$ cat src/core/ppc_pkg.sv
// package: register map, field layout and carrier types for the ppg/prox control bank
`default_nettype none
package ppc_pkg;
  localparam logic [7:0] ADDR_MODE_CTRL = 8'h16;
  localparam logic [7:0] ADDR_CURR_LOW = 8'h17;
  localparam logic [7:0] ADDR_CURR_HIGH = 8'h18;
  localparam logic [7:0] RST_MODE_CTRL = 8'h00;
  localparam logic [7:0] RST_CURR_LOW = 8'hFF;
  localparam logic [1:0] RST_CURR_HIGH = 2'h1;
  localparam int BIT_ENABLE = 0;
  localparam int BIT_MODE_LO = 1;
  localparam int BIT_SLEEP = 3;
  localparam logic [1:0] MODE_PROX = 2'h0;
  localparam logic [1:0] MODE_SINGLE = 2'h1;
  localparam logic [1:0] MODE_DUAL = 2'h2;
  localparam logic [9:0] CODE_OFF = 10'h000;

  typedef struct packed {
    logic wrStb;
    logic rdStb;
    logic [7:0] addr;
    logic [7:0] wdata;
  } ppc_bus_s;

  typedef struct packed {
    logic engineEnable;
    logic [1:0] measureMode;
    logic sleepAfterProxIrq;
    logic redSelect;
    logic [9:0] emitterCurrentCode;
    logic emitterOn;
    logic fifoSlot;
  } ppc_ctl_s;
endpackage
`default_nettype wire

$ cat src/core/ppc_ctrl_regs.sv
// control register bank for the ppg/proximity engine
`default_nettype none
module ppc_ctrl_regs (
  input wire logic clk,
  input wire logic rst_n,
  input wire ppc_pkg::ppc_bus_s bus,
  output logic [7:0] rdata,
  input wire logic ledFlip,
  input wire logic proxIrq,
  input wire logic measDone,
  input wire logic statusRead,
  output ppc_pkg::ppc_ctl_s ctl
);
  import ppc_pkg::*;
  typedef struct packed {
    logic sleep;
    logic [1:0] mode;
    logic enable;
    logic [7:0] currLow;
    logic [1:0] currHigh;
    logic [7:0] rdata;
  } ppc_reg_s;
  ppc_reg_s st, next_st;
  logic autoClear;
  logic redSelect;
  logic fifoSlot;
  logic [7:0] modeByte;

  ppc_sleep_ctl u_sleep (
    .clk(clk),
    .rst_n(rst_n),
    .sleepEn(st.sleep),
    .engineEnable(st.enable),
    .proxIrq(proxIrq),
    .measDone(measDone),
    .statusRead(statusRead),
    .autoClear(autoClear)
  );

  ppc_led_seq u_seq (
    .clk(clk),
    .rst_n(rst_n),
    .engineEnable(st.enable),
    .measureMode(st.mode),
    .ledFlip(ledFlip),
    .sampleDone(measDone),
    .redSelect(redSelect),
    .fifoSlot(fifoSlot)
  );

  ////////////////////////////////////////////////////////////////////////////
  always_comb begin
    modeByte = {4'h0, st.sleep, st.mode, st.enable};
    next_st = st;
    if (autoClear) next_st.enable = 1'b0;
    if (bus.wrStb) begin
      // upper bits are dropped; host keeps them zero
      case (bus.addr)
        ADDR_MODE_CTRL: begin
          next_st.enable = bus.wdata[BIT_ENABLE];
          next_st.mode = bus.wdata[BIT_MODE_LO +: 2];
          next_st.sleep = bus.wdata[BIT_SLEEP];
        end
        ADDR_CURR_LOW: next_st.currLow = bus.wdata;
        ADDR_CURR_HIGH: next_st.currHigh = bus.wdata[1:0];
        default: next_st.currLow = st.currLow;
      endcase
    end
    if (bus.rdStb) begin
      case (bus.addr)
        ADDR_MODE_CTRL: next_st.rdata = modeByte;
        ADDR_CURR_LOW: next_st.rdata = st.currLow;
        ADDR_CURR_HIGH: next_st.rdata = {6'h00, st.currHigh};
        default: next_st.rdata = 8'h00;
      endcase
    end
  end

  always_ff @(posedge clk) begin
    if (!rst_n) begin
      st.sleep <= RST_MODE_CTRL[BIT_SLEEP];
      st.mode <= RST_MODE_CTRL[BIT_MODE_LO +: 2];
      st.enable <= RST_MODE_CTRL[BIT_ENABLE];
      st.currLow <= RST_CURR_LOW;
      st.currHigh <= RST_CURR_HIGH;
      st.rdata <= 8'h00;
    end else begin
      st <= next_st;
    end
  end

  ////////////////////////////////////////////////////////////////////////////
  always_comb begin
    rdata = st.rdata;
    ctl.engineEnable = st.enable;
    ctl.measureMode = st.mode;
    ctl.sleepAfterProxIrq = st.sleep;
    ctl.redSelect = redSelect;
    ctl.emitterCurrentCode = {st.currHigh, st.currLow};
    ctl.emitterOn = st.enable && ({st.currHigh, st.currLow} != CODE_OFF);
    ctl.fifoSlot = fifoSlot;
  end

  ////////////////////////////////////////////////////////////////////////////
  AST_RESET_VALUES: assert property (@(posedge clk)
    !rst_n |=> ctl.emitterCurrentCode == 10'h1FF && !ctl.engineEnable)
    else $error("reset values wrong");
  AST_CODE_ASSEMBLY: assert property (@(posedge clk) disable iff (!rst_n)
    ctl.emitterCurrentCode == {st.currHigh, st.currLow})
    else $error("current code assembly wrong");
  AST_LOW_WRITE: assert property (@(posedge clk) disable iff (!rst_n)
    bus.wrStb && bus.addr == ADDR_CURR_LOW |=> ctl.emitterCurrentCode[7:0] == $past(bus.wdata))
    else $error("low byte write lost");
  AST_HIGH_WRITE: assert property (@(posedge clk) disable iff (!rst_n)
    bus.wrStb && bus.addr == ADDR_CURR_HIGH
    |=> ctl.emitterCurrentCode[9:8] == $past(bus.wdata[1:0]))
    else $error("high bits write lost");
  AST_OFF_CODE: assert property (@(posedge clk) disable iff (!rst_n)
    ctl.emitterCurrentCode == CODE_OFF |-> !ctl.emitterOn)
    else $error("emitter on at code zero");
  AST_NO_SLEEP: assert property (@(posedge clk) disable iff (!rst_n)
    ctl.engineEnable && !ctl.sleepAfterProxIrq && !bus.wrStb |=> ctl.engineEnable)
    else $error("engine stopped without sleep");
  AST_ENABLE_WRITE: assert property (@(posedge clk) disable iff (!rst_n)
    bus.wrStb && bus.addr == ADDR_MODE_CTRL |=> ctl.engineEnable == $past(bus.wdata[0]))
    else $error("enable write lost");
  AST_AUTO_CLEAR: assert property (@(posedge clk) disable iff (!rst_n)
    autoClear && !bus.wrStb |=> !ctl.engineEnable ##0 ctl.measureMode == $past(st.mode))
    else $error("auto clear wrong");
  AST_READBACK: assert property (@(posedge clk) disable iff (!rst_n)
    bus.rdStb && bus.addr == ADDR_MODE_CTRL |=> rdata == $past(modeByte))
    else $error("mode readback wrong");
  AST_DUAL_ORDER: assert property (@(posedge clk) disable iff (!rst_n)
    ctl.measureMode == MODE_DUAL |-> ctl.redSelect == (fifoSlot ^ ledFlip))
    else $error("dual emitter order wrong");

  AST_PROX_IR: assert property (@(posedge clk) disable iff (!rst_n)
    ctl.measureMode == MODE_PROX |-> !ctl.redSelect)
    else $error("prox mode selected red");
  AST_EN_OFF_HOLD: assert property (@(posedge clk) disable iff (!rst_n)
    !ctl.engineEnable && !bus.wrStb |=> !ctl.engineEnable)
    else $error("engine enabled without write");

  COV_AUTO_CLEAR: cover property (@(posedge clk) disable iff (!rst_n) autoClear);
  COV_RESERVED: cover property (@(posedge clk) disable iff (!rst_n)
    ctl.measureMode == 2'h3);
  COV_DUAL: cover property (@(posedge clk) disable iff (!rst_n)
    ctl.measureMode == MODE_DUAL && measDone);
  COV_SINGLE_RED: cover property (@(posedge clk) disable iff (!rst_n)
    ctl.measureMode == MODE_SINGLE && ctl.redSelect);
endmodule
`default_nettype wire

$ cat src/core/ppc_led_seq.sv
// emitter sequencer: picks the emitter per sample and the fifo slot in dual mode
`default_nettype none
module ppc_led_seq (
  input wire logic clk,
  input wire logic rst_n,
  input wire logic engineEnable,
  input wire logic [1:0] measureMode,
  input wire logic ledFlip,
  input wire logic sampleDone,
  output logic redSelect,
  output logic fifoSlot
);
  import ppc_pkg::*;
  typedef struct packed {
    logic phase;
  } ppc_seq_s;
  ppc_seq_s st, next_st;

  always_comb begin
    next_st = st;
    if (!engineEnable || measureMode != MODE_DUAL) next_st.phase = 1'b0;
    else if (sampleDone) next_st.phase = ~st.phase;
    case (measureMode)
      MODE_SINGLE: redSelect = ledFlip;
      MODE_DUAL: redSelect = st.phase ^ ledFlip;
      default: redSelect = 1'b0;
    endcase
    fifoSlot = st.phase;
  end

  always_ff @(posedge clk) begin
    if (!rst_n) st <= '0;
    else st <= next_st;
  end

  AST_PHASE_TOGGLE: assert property (@(posedge clk) disable iff (!rst_n)
    engineEnable && measureMode == MODE_DUAL && sampleDone |=> fifoSlot != $past(fifoSlot))
    else $error("dual slot did not alternate");
  AST_SINGLE_FLIP: assert property (@(posedge clk) disable iff (!rst_n)
    measureMode == MODE_SINGLE |-> redSelect == ledFlip)
    else $error("single emitter choice wrong");
endmodule
`default_nettype wire

$ cat src/core/ppc_sleep_ctl.sv
// auto-standby tracker: arms on a proximity interrupt, fires after done and status read
`default_nettype none
module ppc_sleep_ctl (
  input wire logic clk,
  input wire logic rst_n,
  input wire logic sleepEn,
  input wire logic engineEnable,
  input wire logic proxIrq,
  input wire logic measDone,
  input wire logic statusRead,
  output logic autoClear
);
  import ppc_pkg::*;
  typedef struct packed {
    logic irqSeen;
    logic doneSeen;
    logic readSeen;
  } ppc_slp_s;
  ppc_slp_s st, next_st;

  always_comb begin
    next_st = st;
    autoClear = 1'b0;
    if (!sleepEn || !engineEnable) begin
      next_st = '0;
    end else begin
      if (proxIrq) next_st.irqSeen = 1'b1;
      if (measDone && (st.irqSeen || proxIrq)) next_st.doneSeen = 1'b1;
      if (statusRead && (st.irqSeen || proxIrq)) next_st.readSeen = 1'b1;
      if (next_st.irqSeen && next_st.doneSeen && next_st.readSeen) begin
        autoClear = 1'b1;
        next_st = '0;
      end
    end
  end

  always_ff @(posedge clk) begin
    if (!rst_n) st <= '0;
    else st <= next_st;
  end
endmodule
`default_nettype wire

$ cat config.mk
export PLATFORM = sky130hd
export DESIGN_NAME = ppc_ctrl_regs
export DESIGN_NICKNAME = d
export VERILOG_FILES = /design/src/core/ppc_pkg.sv /design/src/core/ppc_ctrl_regs.sv /design/src/core/ppc_led_seq.sv /design/src/core/ppc_sleep_ctl.sv
export SDC_FILE = /design/constraint.sdc
export NUM_CORES = 1
export LEC_CHECK = 0
export BUFFER_PORTS_ARGS = -buffer_cell sky130_fd_sc_hd__buf_2
export CAP_MARGIN = 5
export CORE_ASPECT_RATIO = 0.9
export CORE_MARGIN = 5
export CORE_UTILIZATION = 30
export CTS_CLUSTER_SIZE = 40
export DETAILED_ROUTE_END_ITERATION = 16
export PLACE_DENSITY = 0.62
export SETUP_SLACK_MARGIN = 0.4
export SYNTH_ARGS = -nofsm -noshare
export SYNTH_HDL_FRONTEND = slang
export SYNTH_HIERARCHICAL = 1
export SYNTH_SLANG_ARGS = --single-unit
export TNS_END_PERCENT = 5
$ cat constraint.sdc
create_clock -name clk -period 1.9 [get_ports clk]
set_clock_uncertainty 0.1 [all_clocks]
set_input_delay 0.19 -clock clk [delete_from_list [all_inputs] [get_ports clk]]
set_output_delay 0.19 -clock clk [all_outputs]
set_load 0.1 [all_outputs]
# Yosys cells after proc, flatten, opt, wreduce, memory -nomap -nowiden
# Cells that the tools add are included.
[totals]
out_inout_bits = 25
regBits = 26
elab_cells = 50
[op_classes]
eq_ne = 6
muxes = 15
bitwise_logic = 3
reduce_logical = 16
[op_table]
columns = ["op", "count"]
rows = [
  ["8-bit by 5-bit == test with 1-bit output (second input constant)", 3],
  ["8-bit case mux with 3 select lines", 1],
  ["11-bit 2-to-1 mux", 1],
  ["1-bit 2-to-1 mux", 10],
  ["10-bit nonzero test", 1],
  ["8-bit 2-to-1 mux", 1],
  ["2-bit AND reduction", 3],
  ["1-bit logical AND", 5],
  ["1-bit logical OR", 3],
  ["3-bit OR reduction", 1],
  ["2-bit by 1-bit == test with 1-bit output (second input constant)", 1],
  ["2-bit == test (second input constant)", 1],
  ["1-bit zero test", 2],
  ["2-bit 2-to-1 mux", 1],
  ["2-bit != test (second input constant)", 1],
  ["1-bit NOT", 2],
  ["1-bit case mux with 2 select lines", 1],
  ["2-bit OR reduction", 1],
  ["1-bit bitwise XOR", 1],
]

# Depth between registers and ports, before layout
[depth]
ltp_word = 11
mapped_depth = 5

# Cells and area by module
# Netlist, hierarchy kept.
[modules_own_cells]
columns = ["module", "instances", "seq_area_each_um2", "area_each_um2", "cells_per_inst"]
rows = [
  ["ppc_ctrl_regs", 1, 440.4, 1038.5, 111],
  ["ppc_sleep_ctl", 1, 60.1, 133.9, 14],
  ["ppc_led_seq", 1, 20.0, 97.6, 12],
]

# Worst setup path before layout
# Ideal clock, no wire load.
[synth_path]
path_kind = "reg2out"
startpoint = "reg st (netlist bit ctl[7])"
endpoint = "out ctl[1] (netlist name)"
path_stages_with_launch = 3
arrival_ns = 2.830
path_buffers = 0
t_required_ns = 1.610
path_slack_ns = -1.220
path_cell_list = "dfxtp_1 -> nor4_1 -> a31oi_1"
[synth_rtl]
columns = ["element", "line_no", "text"]
rows = [
  ["start, declared", "ppc_ctrl_regs.sv:23", "ppc_reg_s st, next_st;"],
  ["start signal, assigned", "ppc_ctrl_regs.sv:88", "st <= next_st;"],
  ["end, declared", "ppc_ctrl_regs.sv:12", "output ppc_pkg::ppc_ctl_s ctl"],
]

==> out/summary.log <==
qor: synthesis.yosys.cell_types.count 38
qor: clock_network.root_buffer clkbuf_8
qor: status.status finished, final reports clean
qor: clock_network.cts-buffers-inserted 3
qor: grt.gr-usage-all-layers 0.121
qor: synthesis.syn_avg_cell_area 9.27 um2
qor: clock_network.tritoncts_clock_tree built
qor: placement.hpwlAfterDp 2.61 mm
qor: critical_path.crit_path_max_fanout 4
qor: floorplan.die_area 0.00564 mm2
qor: min_path.min_path_type input pin to register
qor: floorplan.core.rowCount 22
qor: synthesis.synth_cells 137
qor: critical_path.setup.worst_path.start_class register
qor: synthesis.post_synth_edffs 0
qor: route.detail_route.iter0.violations 70
qor: clock_network.clkTransAtPathRegs 80 ps
qor: sta.hold_viol_final 0
qor: route.wl 3.37 mm
qor: floorplan.die_h 71.7 um
qor: critical_path.worst-setup-path-type register to output pin
qor: critical_path.cp_data_required_time 1610 ps
qor: power.power_density 608 mW/mm2
qor: clock_network.worst_skew_pair.late_latency 260 ps
qor: synthesis.synth_seq_cells 26
qor: critical_path.worstReg2RegStart u_sleep/st[2]
qor: sta.slew-limit-headroom 0.663
qor: synthesis.post-synth-top-count-cell dfxtp_1
qor: synthesis.synth_nets 163
qor: critical_path.worst-path-buf-inv 3
qor: sta.worstMarginPinSlew 508 ps
qor: critical_path.critical-path-max-stage-delay 370 ps
qor: power.worst_ir_drop_vdd 0.251 mV
qor: sta.maximum_clock_frequency 596 MHz
qor: critical_path.crit_start ctl[15]
qor: power.cellLeakagePower 0.733 nW
qor: route.ant_nets 0
qor: route.routed_via_density 4.96
qor: sta.setup-tns-final 0 ps
qor: grt.first_global_vias 1089
qor: layout.finish.instance_area 0.00177 mm2
qor: synthesis.netlist_top_cells_count dfxtp_1, nand2_1, nor4_1
qor: layout.insertedDiodeCount 0
qor: grt.grt_pass1_wl 5.53 mm
qor: layout.layout-area-overhead-vs-synth 39.2%
qor: critical_path.data_arrival_time_of_the_worst_path 1390 ps
qor: critical_path.timing.critical_path.to ctl[12]
qor: clock_network.clock_sinks 26
qor: synthesis.postSynth.asyncResetShare 0
qor: synthesis.yosysWarnings 6
qor: synthesis.synth.cell_area 0.00127 mm2
qor: critical_path.worst_path_dominant_cell_family flip-flops
qor: min_path.hold_depth 3
qor: placement.placement.cell_area 0.00162 mm2
qor: sta.fin_crit_sh 0.884
qor: placement.gpl.final_weighted_congestion 0.770
qor: floorplan.core_area 0.00407 mm2
qor: synthesis.yosysSeqAreaShare 0.410
qor: grt.grt_antenna_before_repair 0
qor: floorplan.ios 49
qor: layout.layout.nets 212
qor: critical_path.ff2ff_path_depth 4
qor: floorplan.initial_utilization 0.312
qor: critical_path.worst_setup_path_end_kind output pin
qor: grt.global_route.overflow_total 0
qor: grt.grt_start_max_net_pins 17
qor: clock_network.ctsHtreeMaxLevel 1
qor: route.detail_route.wl_per_cell 14.5 um
qor: route.drc 0
qor: critical_path.critical_path_cell_count 6
qor: synthesis.synth_largest_area_cell dfxtp_1
qor: sta.finalMaxSlewViolations 0
qor: sta.finalSetupViolCount 0
qor: critical_path.rrSetupSlack 650 ps
qor: placement.io_buf_count 48
qor: sta.grt_setup_unrepaired yes
qor: synthesis.synth_top_area_frac 0.410
qor: route.drt-pass1-iter-count 6
qor: synthesis.yosys-top-cells-area dfxtp_1, nor4_1, mux2i_1
qor: sta.finalCriticalPeriod 1680 ps
qor: floorplan.die_x 78.6 um
qor: run.cap_viol_max_count 0
qor: critical_path.critical_path.cell_chain buf_6, inv_2, ha_2, nand3b_1, o21ai_4, buf_12
qor: synthesis.dominantRegCellSynth dfxtp_1
qor: layout.fillers 415
qor: critical_path.reg2reg_to ctl[16]
qor: clock_network.holdBufCountCts 0
qor: critical_path.crit_path_top_delay_cell dfxtp_4
qor: clock_network.clock_path_buffers 2
qor: layout.post_route_cells_drive_above_1_share 0.492
qor: route.dr_total_vias 1155
[through the flow]
stage	setup slack, ps	cells	total power, mW	utilization	hold WS, ps
global placement	364	227	0.640	0.398	346
global route	157	233	1.12	0.434	81.7
detailed placement	347	227	0.640	0.398	341
floorplan	186	137	0.596	-	218
finish	221	233	1.08	0.434	80.7
CTS	254	233	1.09	0.433	75.9
[layout by cell type (no fill, tap or decap), drive strengths merged, types with 4 or more instances in the layout]
master and count:
a22o 4, a31oi 9, buf 54, dfxtp 26, inv 5, mux2 4
mux2i 6, nand2 11, nand3 5, nor4 10, o21ai 13
[cells by family after synthesis]
kind of cell | Yosys count | share of synthesized area
flops | 26 | 0.410
simple gates | 49 | 0.247
compound gates | 33 | 0.168
fa+ha+maj | 2 | 0.0197
xor+xnor | 2 | 0.0138
mux | 10 | 0.0828
buf+inv | 15 | 0.0581
[flip-flops by register name, summed over array words and instances, names as in the netlist]
signal,count
u_sleep/st,3
ctl,14
u_seq/fifoSlot,1
rdata,8
[cell type report]
| class | instances | area, um2 | area share |
|---|---|---|---|
| tap | 48 | 60.1 | 0.0340 |
| sequential | 26 | 566 | 0.320 |
| inverter | 5 | 18.8 | 0.0106 |
| clock buffer | 3 | 41.3 | 0.0234 |
| clock inverter | 1 | 30.0 | 0.0170 |
| timing repair buffer | 54 | 307 | 0.173 |
| multi-input combinational | 96 | 746 | 0.422 |
[report_power, final]
group / internal (mW) / switching (mW) / total, mW
Sequential: 0.529 / 0.000628 / 0.530
Clock: 0.281 / 0.165 / 0.446
Combinational: 0.0412 / 0.0578 / 0.0991
[worst reg2reg max path: cells and delay by family (launching register included)]
family        cells  cell delay, ps
flops             1             320
mux               1             120
simple gates      3             630
[per-layer routing]
metal  global-route usage  up-vias  part of all wire
li1                     -      610                 -
met1                0.170      523              0.47
met2                0.190       20              0.48
met3               0.0226        2             0.044
met4               0.0350        0            0.0068
met5                    0        -                 0
[repair_timing]
| action | CTS | global route |
|---|---|---|
| pin swaps | 3 | 1 |
| resized for setup | 10 | 2 |
| setup buffers | 2 | 0 |
| cloned | 0 | 0 |
| setup endpoints to repair | 2 | 2 |
[how the worst min path moves through the flow]
stage / startpoint / endpoint / slack (ps)
after CTS: bus[2] / ctl[15] / 80
after floorplan: bus[2] / ctl[15] / 220
final: bus[2] / ctl[15] / 80
after detailed placement: rdata[0] / rdata[0] / 340
after global routing: bus[4] / ctl[6] / 80
after global placement: rdata[1] / rdata[1] / 350
Note: power is estimated with default switching activity, not from simulation.
